## config.mk

```make
export PLATFORM = sky130hd
export DESIGN_NAME = eil_top
export DESIGN_NICKNAME = d
export VERILOG_FILES = /design/src/eil_pkg.sv /design/src/eil_sync.sv /design/src/eil_top.sv
export SDC_FILE = /design/constraint.sdc
export NUM_CORES = 1
export LEC_CHECK = 0
export ABC_AREA = 0
export ABC_CLOCK_PERIOD_IN_PS = 1600
export BUFFER_PORTS_ARGS = -buffer_cell sky130_fd_sc_hd__buf_2
export CORE_ASPECT_RATIO = 1.1
export CORE_MARGIN = 3
export CORE_UTILIZATION = 38
export CTS_CLUSTER_DIAMETER = 30
export DETAILED_ROUTE_END_ITERATION = 16
export PLACE_DENSITY = 0.82
export SETUP_SLACK_MARGIN = 0.3
export SLEW_MARGIN = 15
export SYNTH_ARGS = -nofsm -noshare
export SYNTH_HDL_FRONTEND = slang
export SYNTH_SLANG_ARGS = --single-unit
```

## constraint.sdc

```tcl
create_clock -name mclk -period 1.6 [get_ports mclk]
set_clock_uncertainty 0.15 [all_clocks]
set_input_delay 0.48 -clock mclk [delete_from_list [all_inputs] [get_ports mclk]]
set_output_delay 0.48 -clock mclk [all_outputs]
set_load 0.02 [all_outputs]
```

## src/eil_pkg.sv

```systemverilog
// Purpose: Shared constants for the external interrupt pin latch
// Assumes: 8-bit status/control register at one offset
// Notes: Bit positions follow the usual status/control layout
package eil_pkg;
  localparam int unsigned EIL_AW = 4;
  localparam int unsigned EIL_DW = 8;
  localparam logic [3:0] EIL_OFF_SCR = 4'h0;
  localparam logic [3:0] EIL_OFF_BRK = 4'h1;
  localparam int unsigned EIL_BIT_MODE = 0;
  localparam int unsigned EIL_BIT_GATE = 1;
  localparam int unsigned EIL_BIT_ACK = 2;
  localparam int unsigned EIL_BIT_PEND = 3;
  localparam int unsigned EIL_BIT_BCP = 0;
  localparam logic [15:0] EIL_VECTOR_ADDR = 16'hFFFA;
  localparam logic [7:0] EIL_ZERO8 = 8'h00;
  localparam logic [1:0] EIL_ARM_DONE = 2'h3;
endpackage

```

## src/eil_sync.sv

```systemverilog
// Purpose: Two-stage synchroniser for the interrupt pin
// Assumes: Pin idles high
// Notes: First stage feeds only the second
`timescale 1ns/1ns
module eil_sync (
  input wire logic mclk, // System clock
  input wire logic resetn, // Async reset, active low
  input wire logic din, // Asynchronous input
  output logic dout // Synchronised output
);
  typedef struct packed {
    logic s1;
    logic s2;
  } eil_sync_st_t;
  eil_sync_st_t st_q, st_d;
  always_comb begin
    st_d = st_q;
    st_d.s1 = din;
    st_d.s2 = st_q.s1;
  end
  // Reset to idle-high so no false edge at release
  always_ff @(posedge mclk or negedge resetn) begin
    if (!resetn) begin
      st_q <= '{s1: 1'b1, s2: 1'b1};
    end else begin
      st_q <= st_d;
    end
  end
  assign dout = st_q.s2;
endmodule

```

## src/eil_top.sv

```systemverilog
// Purpose: External interrupt pin latch with status/control register
// Assumes: Register port with one-cycle read latency; CPU supplies vector fetch pulse
// Notes: Break permit bit held in a second local register
`timescale 1ns/1ns
//
// Contract
// Low on the pin under active sensitivity latches a request.
// Vector fetch acknowledge clears the request latch.
// Writing one to the acknowledge bit clears the latch like vector fetch.
// Reset clears latch and sensitivity bit even with pin low.
// Edge mode: falling edges only; acknowledge clears at once.
// Level mode: clear needs acknowledge and pin high, either order.
// Level mode: request stays pending while pin stays low.
// Mask bit set withholds the request from the CPU.
// Pending flag shows latch state independent of mask.
// Falling edge after acknowledge write latches a new request.
// Serviced request supplies the vector from the fixed location pair.
// CPU global interrupt mask also blocks the request.
// Permit set: break-state acknowledge clears, stays cleared after break.
// Permit clear: break-state acknowledge write has no effect.
// Acknowledge bit is write-only, reads zero, reset clears it.
// Sensitivity bit read/write, reset clears; one adds low level.
// Mask bit read/write, reset clears; one disables requests.
// Software should mask level requests inside its service routine.
// Pin is synchronised before edge and level detection.
module eil_top
  import eil_pkg::*;
(
  input wire logic mclk, // System clock 50 MHz
  input wire logic resetn, // Async reset, active low
  input wire logic irq_pin_n, // External interrupt pin, active low
  input wire logic [eil_pkg::EIL_AW-1:0] addr, // Register address
  input wire logic [eil_pkg::EIL_DW-1:0] wdata, // Write data
  input wire logic wr, // Write strobe
  input wire logic rd, // Read strobe
  output logic [eil_pkg::EIL_DW-1:0] rdata, // Read data, cycle after rd
  input wire logic vec_fetch, // CPU vector fetch pulse for this source
  input wire logic cpu_local_request_gate, // CPU global interrupt mask
  input wire logic break_state, // Break state active
  output logic irq_req, // Request to CPU priority logic
  output logic [15:0] vec_addr // Vector location for the CPU
);
  import eil_pkg::*;

  typedef struct packed {
    logic latch;
    logic mode;
    logic gate;
    logic bcp;
    logic pin_prev;
    logic ack_seen;
    logic [1:0] arm;
    logic [EIL_DW-1:0] rdata;
  } eil_st_t;

  eil_st_t st_q, st_d;
  logic pin_s;
  logic fall;
  logic sw_ack;
  logic ack;
  logic clr;
  logic armed;
  logic lvl_set;
  logic lvl_clr;

  ////////////////////////////////////////////////////////////////////////
  // Pin synchroniser
  eil_sync u_sync (
    .mclk(mclk),
    .resetn(resetn),
    .din(irq_pin_n),
    .dout(pin_s)
  );

  function automatic logic hit(input logic [EIL_AW-1:0] a, input logic [EIL_AW-1:0] off);
    hit = (a == off);
  endfunction

  ////////////////////////////////////////////////////////////////////////
  // Latch control
  // Detection waits until the synchroniser refills after reset,
  // else a pin held low would look like a fresh falling edge
  assign armed = (st_q.arm == EIL_ARM_DONE);
  assign fall = armed & st_q.pin_prev & ~pin_s;
  // Break blocks the acknowledge write unless permit is set; vector fetch still clears
  assign sw_ack = wr & hit(addr, EIL_OFF_SCR) & wdata[EIL_BIT_ACK]
                  & (~break_state | st_q.bcp);
  assign ack = sw_ack | vec_fetch;
  // Level mode: a low pin keeps setting the latch
  assign lvl_set = armed & st_q.mode & ~pin_s;
  assign clr = ack & (~st_q.mode | pin_s);
  // Ack taken while the pin is low waits for the pin to return high
  assign lvl_clr = st_q.mode & st_q.ack_seen & pin_s;

  always_comb begin
    st_d = st_q;
    st_d.pin_prev = pin_s;
    st_d.rdata = EIL_ZERO8;
    if (wr && hit(addr, EIL_OFF_SCR)) begin
      st_d.mode = wdata[EIL_BIT_MODE];
      st_d.gate = wdata[EIL_BIT_GATE];
    end
    if (wr && hit(addr, EIL_OFF_BRK)) begin
      st_d.bcp = wdata[EIL_BIT_BCP];
    end
    if (!armed) begin
      st_d.arm = st_q.arm + 2'h1;
    end
    // Set wins over clear so a coincident edge is not lost
    if (fall || lvl_set) begin
      st_d.latch = 1'b1;
    end else if (clr || lvl_clr) begin
      st_d.latch = 1'b0;
    end
    if (fall || !st_d.latch) begin
      st_d.ack_seen = 1'b0;
    end else if (ack && st_q.mode) begin
      st_d.ack_seen = 1'b1;
    end
    if (rd && hit(addr, EIL_OFF_SCR)) begin
      st_d.rdata[EIL_BIT_MODE] = st_q.mode;
      st_d.rdata[EIL_BIT_GATE] = st_q.gate;
      st_d.rdata[EIL_BIT_ACK] = 1'b0;
      st_d.rdata[EIL_BIT_PEND] = st_q.latch;
    end else if (rd && hit(addr, EIL_OFF_BRK)) begin
      st_d.rdata[EIL_BIT_BCP] = st_q.bcp;
    end
  end

  always_ff @(posedge mclk or negedge resetn) begin
    if (!resetn) begin
      st_q <= '{latch: 1'b0, mode: 1'b0, gate: 1'b0, bcp: 1'b0,
                pin_prev: 1'b1, ack_seen: 1'b0, arm: 2'h0,
                rdata: EIL_ZERO8};
    end else begin
      st_q <= st_d;
    end
  end

  ////////////////////////////////////////////////////////////////////////
  // Outputs
  assign rdata = st_q.rdata;
  assign irq_req = st_q.latch & ~st_q.gate & ~cpu_local_request_gate;
  assign vec_addr = EIL_VECTOR_ADDR;

  ////////////////////////////////////////////////////////////////////////
  // Checks
  property p_fall_sets;
    @(posedge mclk) disable iff (!resetn) fall |=> st_q.latch;
  endproperty
  a_fall_sets: assert property (p_fall_sets) else $error("edge lost");

  property p_edge_clear;
    @(posedge mclk) disable iff (!resetn)
      (vec_fetch && !st_q.mode && !fall) |=> !st_q.latch;
  endproperty
  a_edge_clear: assert property (p_edge_clear) else $error("fetch no clear");

  property p_sw_clear;
    @(posedge mclk) disable iff (!resetn)
      (sw_ack && !st_q.mode && !fall) |=> !st_q.latch;
  endproperty
  a_sw_clear: assert property (p_sw_clear) else $error("ack no clear");

  property p_level_hold;
    @(posedge mclk) disable iff (!resetn)
      (st_q.mode && st_q.latch && !pin_s) |=> st_q.latch;
  endproperty
  a_level_hold: assert property (p_level_hold) else $error("level dropped");

  property p_gate;
    @(posedge mclk) disable iff (!resetn) irq_req |-> (st_q.latch && !st_q.gate);
  endproperty
  a_gate: assert property (p_gate) else $error("masked request out");

  property p_pend_read;
    @(posedge mclk) disable iff (!resetn)
      (rd && hit(addr, EIL_OFF_SCR)) |=> (rdata[EIL_BIT_PEND] == $past(st_q.latch)
      && !rdata[EIL_BIT_ACK]);
  endproperty
  a_pend_read: assert property (p_pend_read) else $error("bad status read");

  property p_break_protect;
    @(posedge mclk) disable iff (!resetn)
      (break_state && !st_q.bcp && !vec_fetch && st_q.latch && !(st_q.ack_seen && pin_s))
      |=> st_q.latch;
  endproperty
  a_break_protect: assert property (p_break_protect) else $error("break clear");

  property p_cpu_mask;
    @(posedge mclk) disable iff (!resetn) cpu_local_request_gate |-> !irq_req;
  endproperty
  a_cpu_mask: assert property (p_cpu_mask) else $error("global mask ignored");

  ////////////////////////////////////////////////////////////////////////
  // Arming and level behaviour
  // Nothing may latch while the synchroniser refills after reset
  property p_arm_quiet;
    @(posedge mclk) disable iff (!resetn)
      (!armed && !st_q.latch) |=> !st_q.latch;
  endproperty
  a_arm_quiet: assert property (p_arm_quiet) else $error("latch during arming");

  property p_lvl_set;
    @(posedge mclk) disable iff (!resetn)
      (armed && st_q.mode && !pin_s) |=> st_q.latch;
  endproperty
  a_lvl_set: assert property (p_lvl_set) else $error("low level not latched");

  property p_lvl_ack_hold;
    @(posedge mclk) disable iff (!resetn)
      (armed && ack && st_q.mode && !pin_s) |=> st_q.latch;
  endproperty
  a_lvl_ack_hold: assert property (p_lvl_ack_hold) else $error("ack cleared low pin");

  // Ack before the pin returns high must not be forgotten
  property p_ack_remember;
    @(posedge mclk) disable iff (!resetn)
      (ack && st_q.mode && st_q.latch && !pin_s && !fall) |=> st_q.ack_seen;
  endproperty
  a_ack_remember: assert property (p_ack_remember) else $error("ack lost");

  property p_lvl_release;
    @(posedge mclk) disable iff (!resetn)
      (st_q.mode && st_q.ack_seen && pin_s && !fall) |=> !st_q.latch;
  endproperty
  a_lvl_release: assert property (p_lvl_release) else $error("pin high no clear");

  property p_lvl_ack_high;
    @(posedge mclk) disable iff (!resetn)
      (ack && st_q.mode && pin_s && !fall) |=> !st_q.latch;
  endproperty
  a_lvl_ack_high: assert property (p_lvl_ack_high) else $error("late ack no clear");

  ////////////////////////////////////////////////////////////////////////
  // Edge behaviour
  property p_only_set_paths;
    @(posedge mclk) disable iff (!resetn)
      (!fall && !(armed && st_q.mode && !pin_s) && !st_q.latch) |=> !st_q.latch;
  endproperty
  a_only_set_paths: assert property (p_only_set_paths) else $error("spurious set");

  // Edge mode keeps the request until some ack arrives
  property p_edge_keep;
    @(posedge mclk) disable iff (!resetn)
      (!st_q.mode && st_q.latch && !ack) |=> st_q.latch;
  endproperty
  a_edge_keep: assert property (p_edge_keep) else $error("edge request dropped");

  property p_new_edge;
    @(posedge mclk) disable iff (!resetn)
      fall |=> !st_q.ack_seen;
  endproperty
  a_new_edge: assert property (p_new_edge) else $error("stale ack kept");

  ////////////////////////////////////////////////////////////////////////
  // Register port
  property p_ack_zero;
    @(posedge mclk) disable iff (!resetn)
      rd |=> !rdata[EIL_BIT_ACK];
  endproperty
  a_ack_zero: assert property (p_ack_zero) else $error("ack bit read one");

  // Read data stands one cycle only, so idle cycles show zero
  property p_rd_idle;
    @(posedge mclk) disable iff (!resetn)
      !rd |=> (rdata == EIL_ZERO8);
  endproperty
  a_rd_idle: assert property (p_rd_idle) else $error("stale read data");

  property p_mode_write;
    @(posedge mclk) disable iff (!resetn)
      (wr && hit(addr, EIL_OFF_SCR)) |=> (st_q.mode == $past(wdata[EIL_BIT_MODE]));
  endproperty
  a_mode_write: assert property (p_mode_write) else $error("mode write lost");

  property p_gate_write;
    @(posedge mclk) disable iff (!resetn)
      (wr && hit(addr, EIL_OFF_SCR)) |=> (st_q.gate == $past(wdata[EIL_BIT_GATE]));
  endproperty
  a_gate_write: assert property (p_gate_write) else $error("mask write lost");

  property p_mode_read;
    @(posedge mclk) disable iff (!resetn)
      (rd && hit(addr, EIL_OFF_SCR)) |=> (rdata[EIL_BIT_MODE] == $past(st_q.mode));
  endproperty
  a_mode_read: assert property (p_mode_read) else $error("mode read wrong");

  property p_gate_read;
    @(posedge mclk) disable iff (!resetn)
      (rd && hit(addr, EIL_OFF_SCR)) |=> (rdata[EIL_BIT_GATE] == $past(st_q.gate));
  endproperty
  a_gate_read: assert property (p_gate_read) else $error("mask read wrong");

  property p_mode_hold;
    @(posedge mclk) disable iff (!resetn)
      !(wr && hit(addr, EIL_OFF_SCR)) |=> $stable(st_q.mode);
  endproperty
  a_mode_hold: assert property (p_mode_hold) else $error("mode changed unasked");

  property p_gate_hold;
    @(posedge mclk) disable iff (!resetn)
      !(wr && hit(addr, EIL_OFF_SCR)) |=> $stable(st_q.gate);
  endproperty
  a_gate_hold: assert property (p_gate_hold) else $error("mask changed unasked");

  ////////////////////////////////////////////////////////////////////////
  // Break state
  property p_bcp_write;
    @(posedge mclk) disable iff (!resetn)
      (wr && hit(addr, EIL_OFF_BRK)) |=> (st_q.bcp == $past(wdata[EIL_BIT_BCP]));
  endproperty
  a_bcp_write: assert property (p_bcp_write) else $error("permit write lost");

  // With permit set a break-state ack must still clear an edge request
  property p_break_clear;
    @(posedge mclk) disable iff (!resetn)
      (wr && hit(addr, EIL_OFF_SCR) && wdata[EIL_BIT_ACK] && break_state && st_q.bcp
      && !st_q.mode && !fall) |=> !st_q.latch;
  endproperty
  a_break_clear: assert property (p_break_clear) else $error("permitted ack ignored");

  ////////////////////////////////////////////////////////////////////////
  // Request output
  property p_mask_blocks;
    @(posedge mclk) disable iff (!resetn)
      st_q.gate |-> !irq_req;
  endproperty
  a_mask_blocks: assert property (p_mask_blocks) else $error("mask leaks");

  property p_forward;
    @(posedge mclk) disable iff (!resetn)
      (st_q.latch && !st_q.gate && !cpu_local_request_gate) |-> irq_req;
  endproperty
  a_forward: assert property (p_forward) else $error("request withheld");

  property p_no_latch_quiet;
    @(posedge mclk) disable iff (!resetn)
      !st_q.latch |-> !irq_req;
  endproperty
  a_no_latch_quiet: assert property (p_no_latch_quiet) else $error("request w/o latch");

  property p_vector;
    @(posedge mclk) disable iff (!resetn)
      irq_req |-> (vec_addr == EIL_VECTOR_ADDR);
  endproperty
  a_vector: assert property (p_vector) else $error("wrong vector");

  // Synchronised pin lags the pin by exactly two edges once armed
  property p_pin_sync;
    @(posedge mclk) disable iff (!resetn)
      armed |-> (pin_s == $past(irq_pin_n, 2));
  endproperty
  a_pin_sync: assert property (p_pin_sync) else $error("sync delay wrong");
endmodule

```

==> flow_summary_export.csv <==
group,metric,value,unit
hold_path,hold_class,"input port to register",
grt,gr-usage-all-layers,11.32,%
sta,setup_violations,1,
die,pin_count,45,
synth,yosysTopAreaCell,"dfrtp_1",
layout,nNetsFinal,115,
sta,rsz0062_at_grt,"yes",
routing,drt-total-wl,1399,um
sta,fin_ws,-0.01892,ns
die,chipHeight,52.35,um
layout,post-route-util,51.72,%
critical_path,startpoint,"st_q[13]",
critical_path,path_class,"register to output port",
layout,layout_common_cells,"conb_1, buf_2, dfrtp_1",
synth,synth_area_leaders,"dfrtp_1, buf_4, dfstp_2",
placed_design,hpwl,1061,um
placed_design,place.gp.congestion,0.8119,
routing,dr.pass1.iters,4,
critical_path,cp_data_arrival_time,0.99,ns
clocking,htree_levels,1,
routing,wl_per_cell,11.66,um
power_and_ir_drop,p_per_area,854.4,nW/um^2
clocking,cts_max_path_buffers,2,
critical_path,worstPathMaxFanout,2,
critical_path,critPathRequiredTime,0.97,ns
die,design.core.area,1822,sq um
grt,grt_pass1_wl,1945,um
placed_design,place_ws,-0.07417,ns
power_and_ir_drop,total_power,0.0008050,W
placed_design,portBuffers,18,
run_status,violations,"setup timing",
die,die_area,2519,sq um
grt,grt_max_degree,14,
die,die_w,48.13,um
grt,grt_pass1_vias,435,
hold_path,min_from,"irq_pin_n",
routing,viasPerCell,4.200,
routing,drt_iter0_drc,4,
clocking,ctsRootBufferMaster,"clkbuf_4",
clocking,cts_tree,"built",
critical_path,critPathLaunchType,"register",
sta,final_period_minus_worst_setup_slack,1.619,ns
power_and_ir_drop,p_leak,0.4614,nW
clocking,worstSkewPairLatency,0.28,ns
die,fp-row-count,16,
die,start_util,40.73,%
run_status,status,"finished with violations",
critical_path,crit_family,"flip-flops",
layout,drive_gt1_share,51.61,%
routing,drc_errors,0,
critical_path,cpPeakStageDelay,0.40,ns
clocking,cts_buffers,3,
critical_path,path_cells,"nor3b_2 > buf_4",
critical_path,cp_slowest_cell,"dfrtp_1",
synth,synthDistinctLibCells,24,
layout,antenna_cells,0,
sta,hold_viol_final,0,
clocking,path_clk_slew,0.08,ns
critical_path,crit-reg2reg-launch,"st_q[8]",
power_and_ir_drop,max-vdd-ir-drop,0.0005773,V
sta,finalCritPeriodShare,101.2,%
routing,vias,504,
synth,synth_cells,68,
layout,area_growth,26.98,%
synth,ys_seq_area_share,44.35,%
synth,synth.top_cell.area_share,33.73,%
synth,syn_avg_cell_area,10.91,sq um
grt,grt_antenna_before_repair,0,
critical_path,cp-end-kind,"output port",
clocking,cts.sinks,13,
synth,synth_seq_cells,13,
layout,final_common_cell,"conb_1",
synth,netlist_area,742.0,sq um
synth,yosys_warnings,0,
critical_path,critPathBufInv,1,
sta,clock.fmax,0.6177,GHz
routing,ant_nets,0,
grt,grt_overflow,0,
sta,maxSlewViolCount,0,
flow_run,drv_cap,0,
[registers in the layout, indices dropped and copies added, names as in the netlist]
signal,flops
rdata,3
st_q,8
u_sync.dout,1
u_sync.st_d,1
[stage by stage]
stage,hold slack (ns),TNS (ns),cell area [sq um],std cells
floorplan,0.03441,0,833.3,87
global placement,0.1960,-0.1343,799.5,111
detailed placement,0.1970,-0.2585,799.5,111
CTS,0.1444,-0.02604,900.9,118
global route,0.1352,-0.06198,942.2,120
finish,0.1446,-0.01892,942.2,120
[logic make-up (layout without fill, tap and decap cells)]
| family | Yosys count | in the layout | synth area share, % |
|---|---|---|---|
| other cells | 2 | 21 | 1.012 |
| flops | 13 | 13 | 44.35 |
| simple gates | 14 | 14 | 12.48 |
| buf+inv | 25 | 31 | 24.79 |
| fa+ha+maj | 1 | 1 | 1.686 |
| mux | 5 | 5 | 7.588 |
| xor+xnor | 1 | 1 | 1.181 |
| compound gates | 7 | 7 | 6.914 |
[repair_timing]
action,in CTS,in global routing
hold buffers,1,0
gates resized for setup,16,4
hold endpoints to repair,10,0
setup endpoints to repair,8,9
pin swaps,5,4
buffers inserted,2,2
[power breakdown]
group	internal [W]	total [W]	switching, W
sequential	0.000360	0.000390	0.0000295
clock	0.0000968	0.000208	0.000111
combinational	0.0000978	0.000207	0.000109
total	0.000555	0.000805	0.000250
[synth_stat cells]
master,number
and3_1,1
inv_1,1
buf_4,24
nand3_1,2
nor2b_1,1
xnor2_1,1
nor3_1,1
a31oi_1,1
a41oi_1,1
conb_1,2
dfstp_2,3
dfrtp_1,10
a21oi_2,1
a21oi_1,1
mux2_2,5
nand2b_1,1
o2111ai_1,1
o21ai_0,1
a31o_2,1
nor3b_1,1
nand2_1,4
nor4_4,1
ha_1,1
and3_2,2
[layer usage]
| metal | global-route usage, % | routed length, um | up-vias |
|---|---|---|---|
| met3 | 4.124 | 83 | 2 |
| li1 | - | - | 235 |
| met5 | 0 | 0 | - |
| met2 | 18.72 | 791 | 24 |
| met1 | 13.58 | 512 | 243 |
| met4 | 2.691 | 12 | 0 |
[path summary, 6_finish.rpt]
path	slack [ns]	cells past startpoint	endpoint
max	-0.02	2	irq_req
min	0.14	1	u_sync.st_d[0]
max reg2reg	0.31	4	st_q[10]
min reg2reg	0.21	0	u_sync.dout
max in group asynchronous	0.56	2	st_q[11]
min in group asynchronous	0.46	2	st_q[9]
[final cells by class]
| class | instances | area [sq um] |
|---|---|---|
| flip-flops and latches | 13 | 329.1 |
| multi-input cells | 49 | 355.3 |
| well taps | 27 | 33.78 |
| repair buffers | 26 | 193.9 |
| clock buffers | 4 | 26.28 |
| inverters | 1 | 3.754 |
| fillers | 166 | 879.6 |
Note: power is estimated with default switching activity, not from simulation.
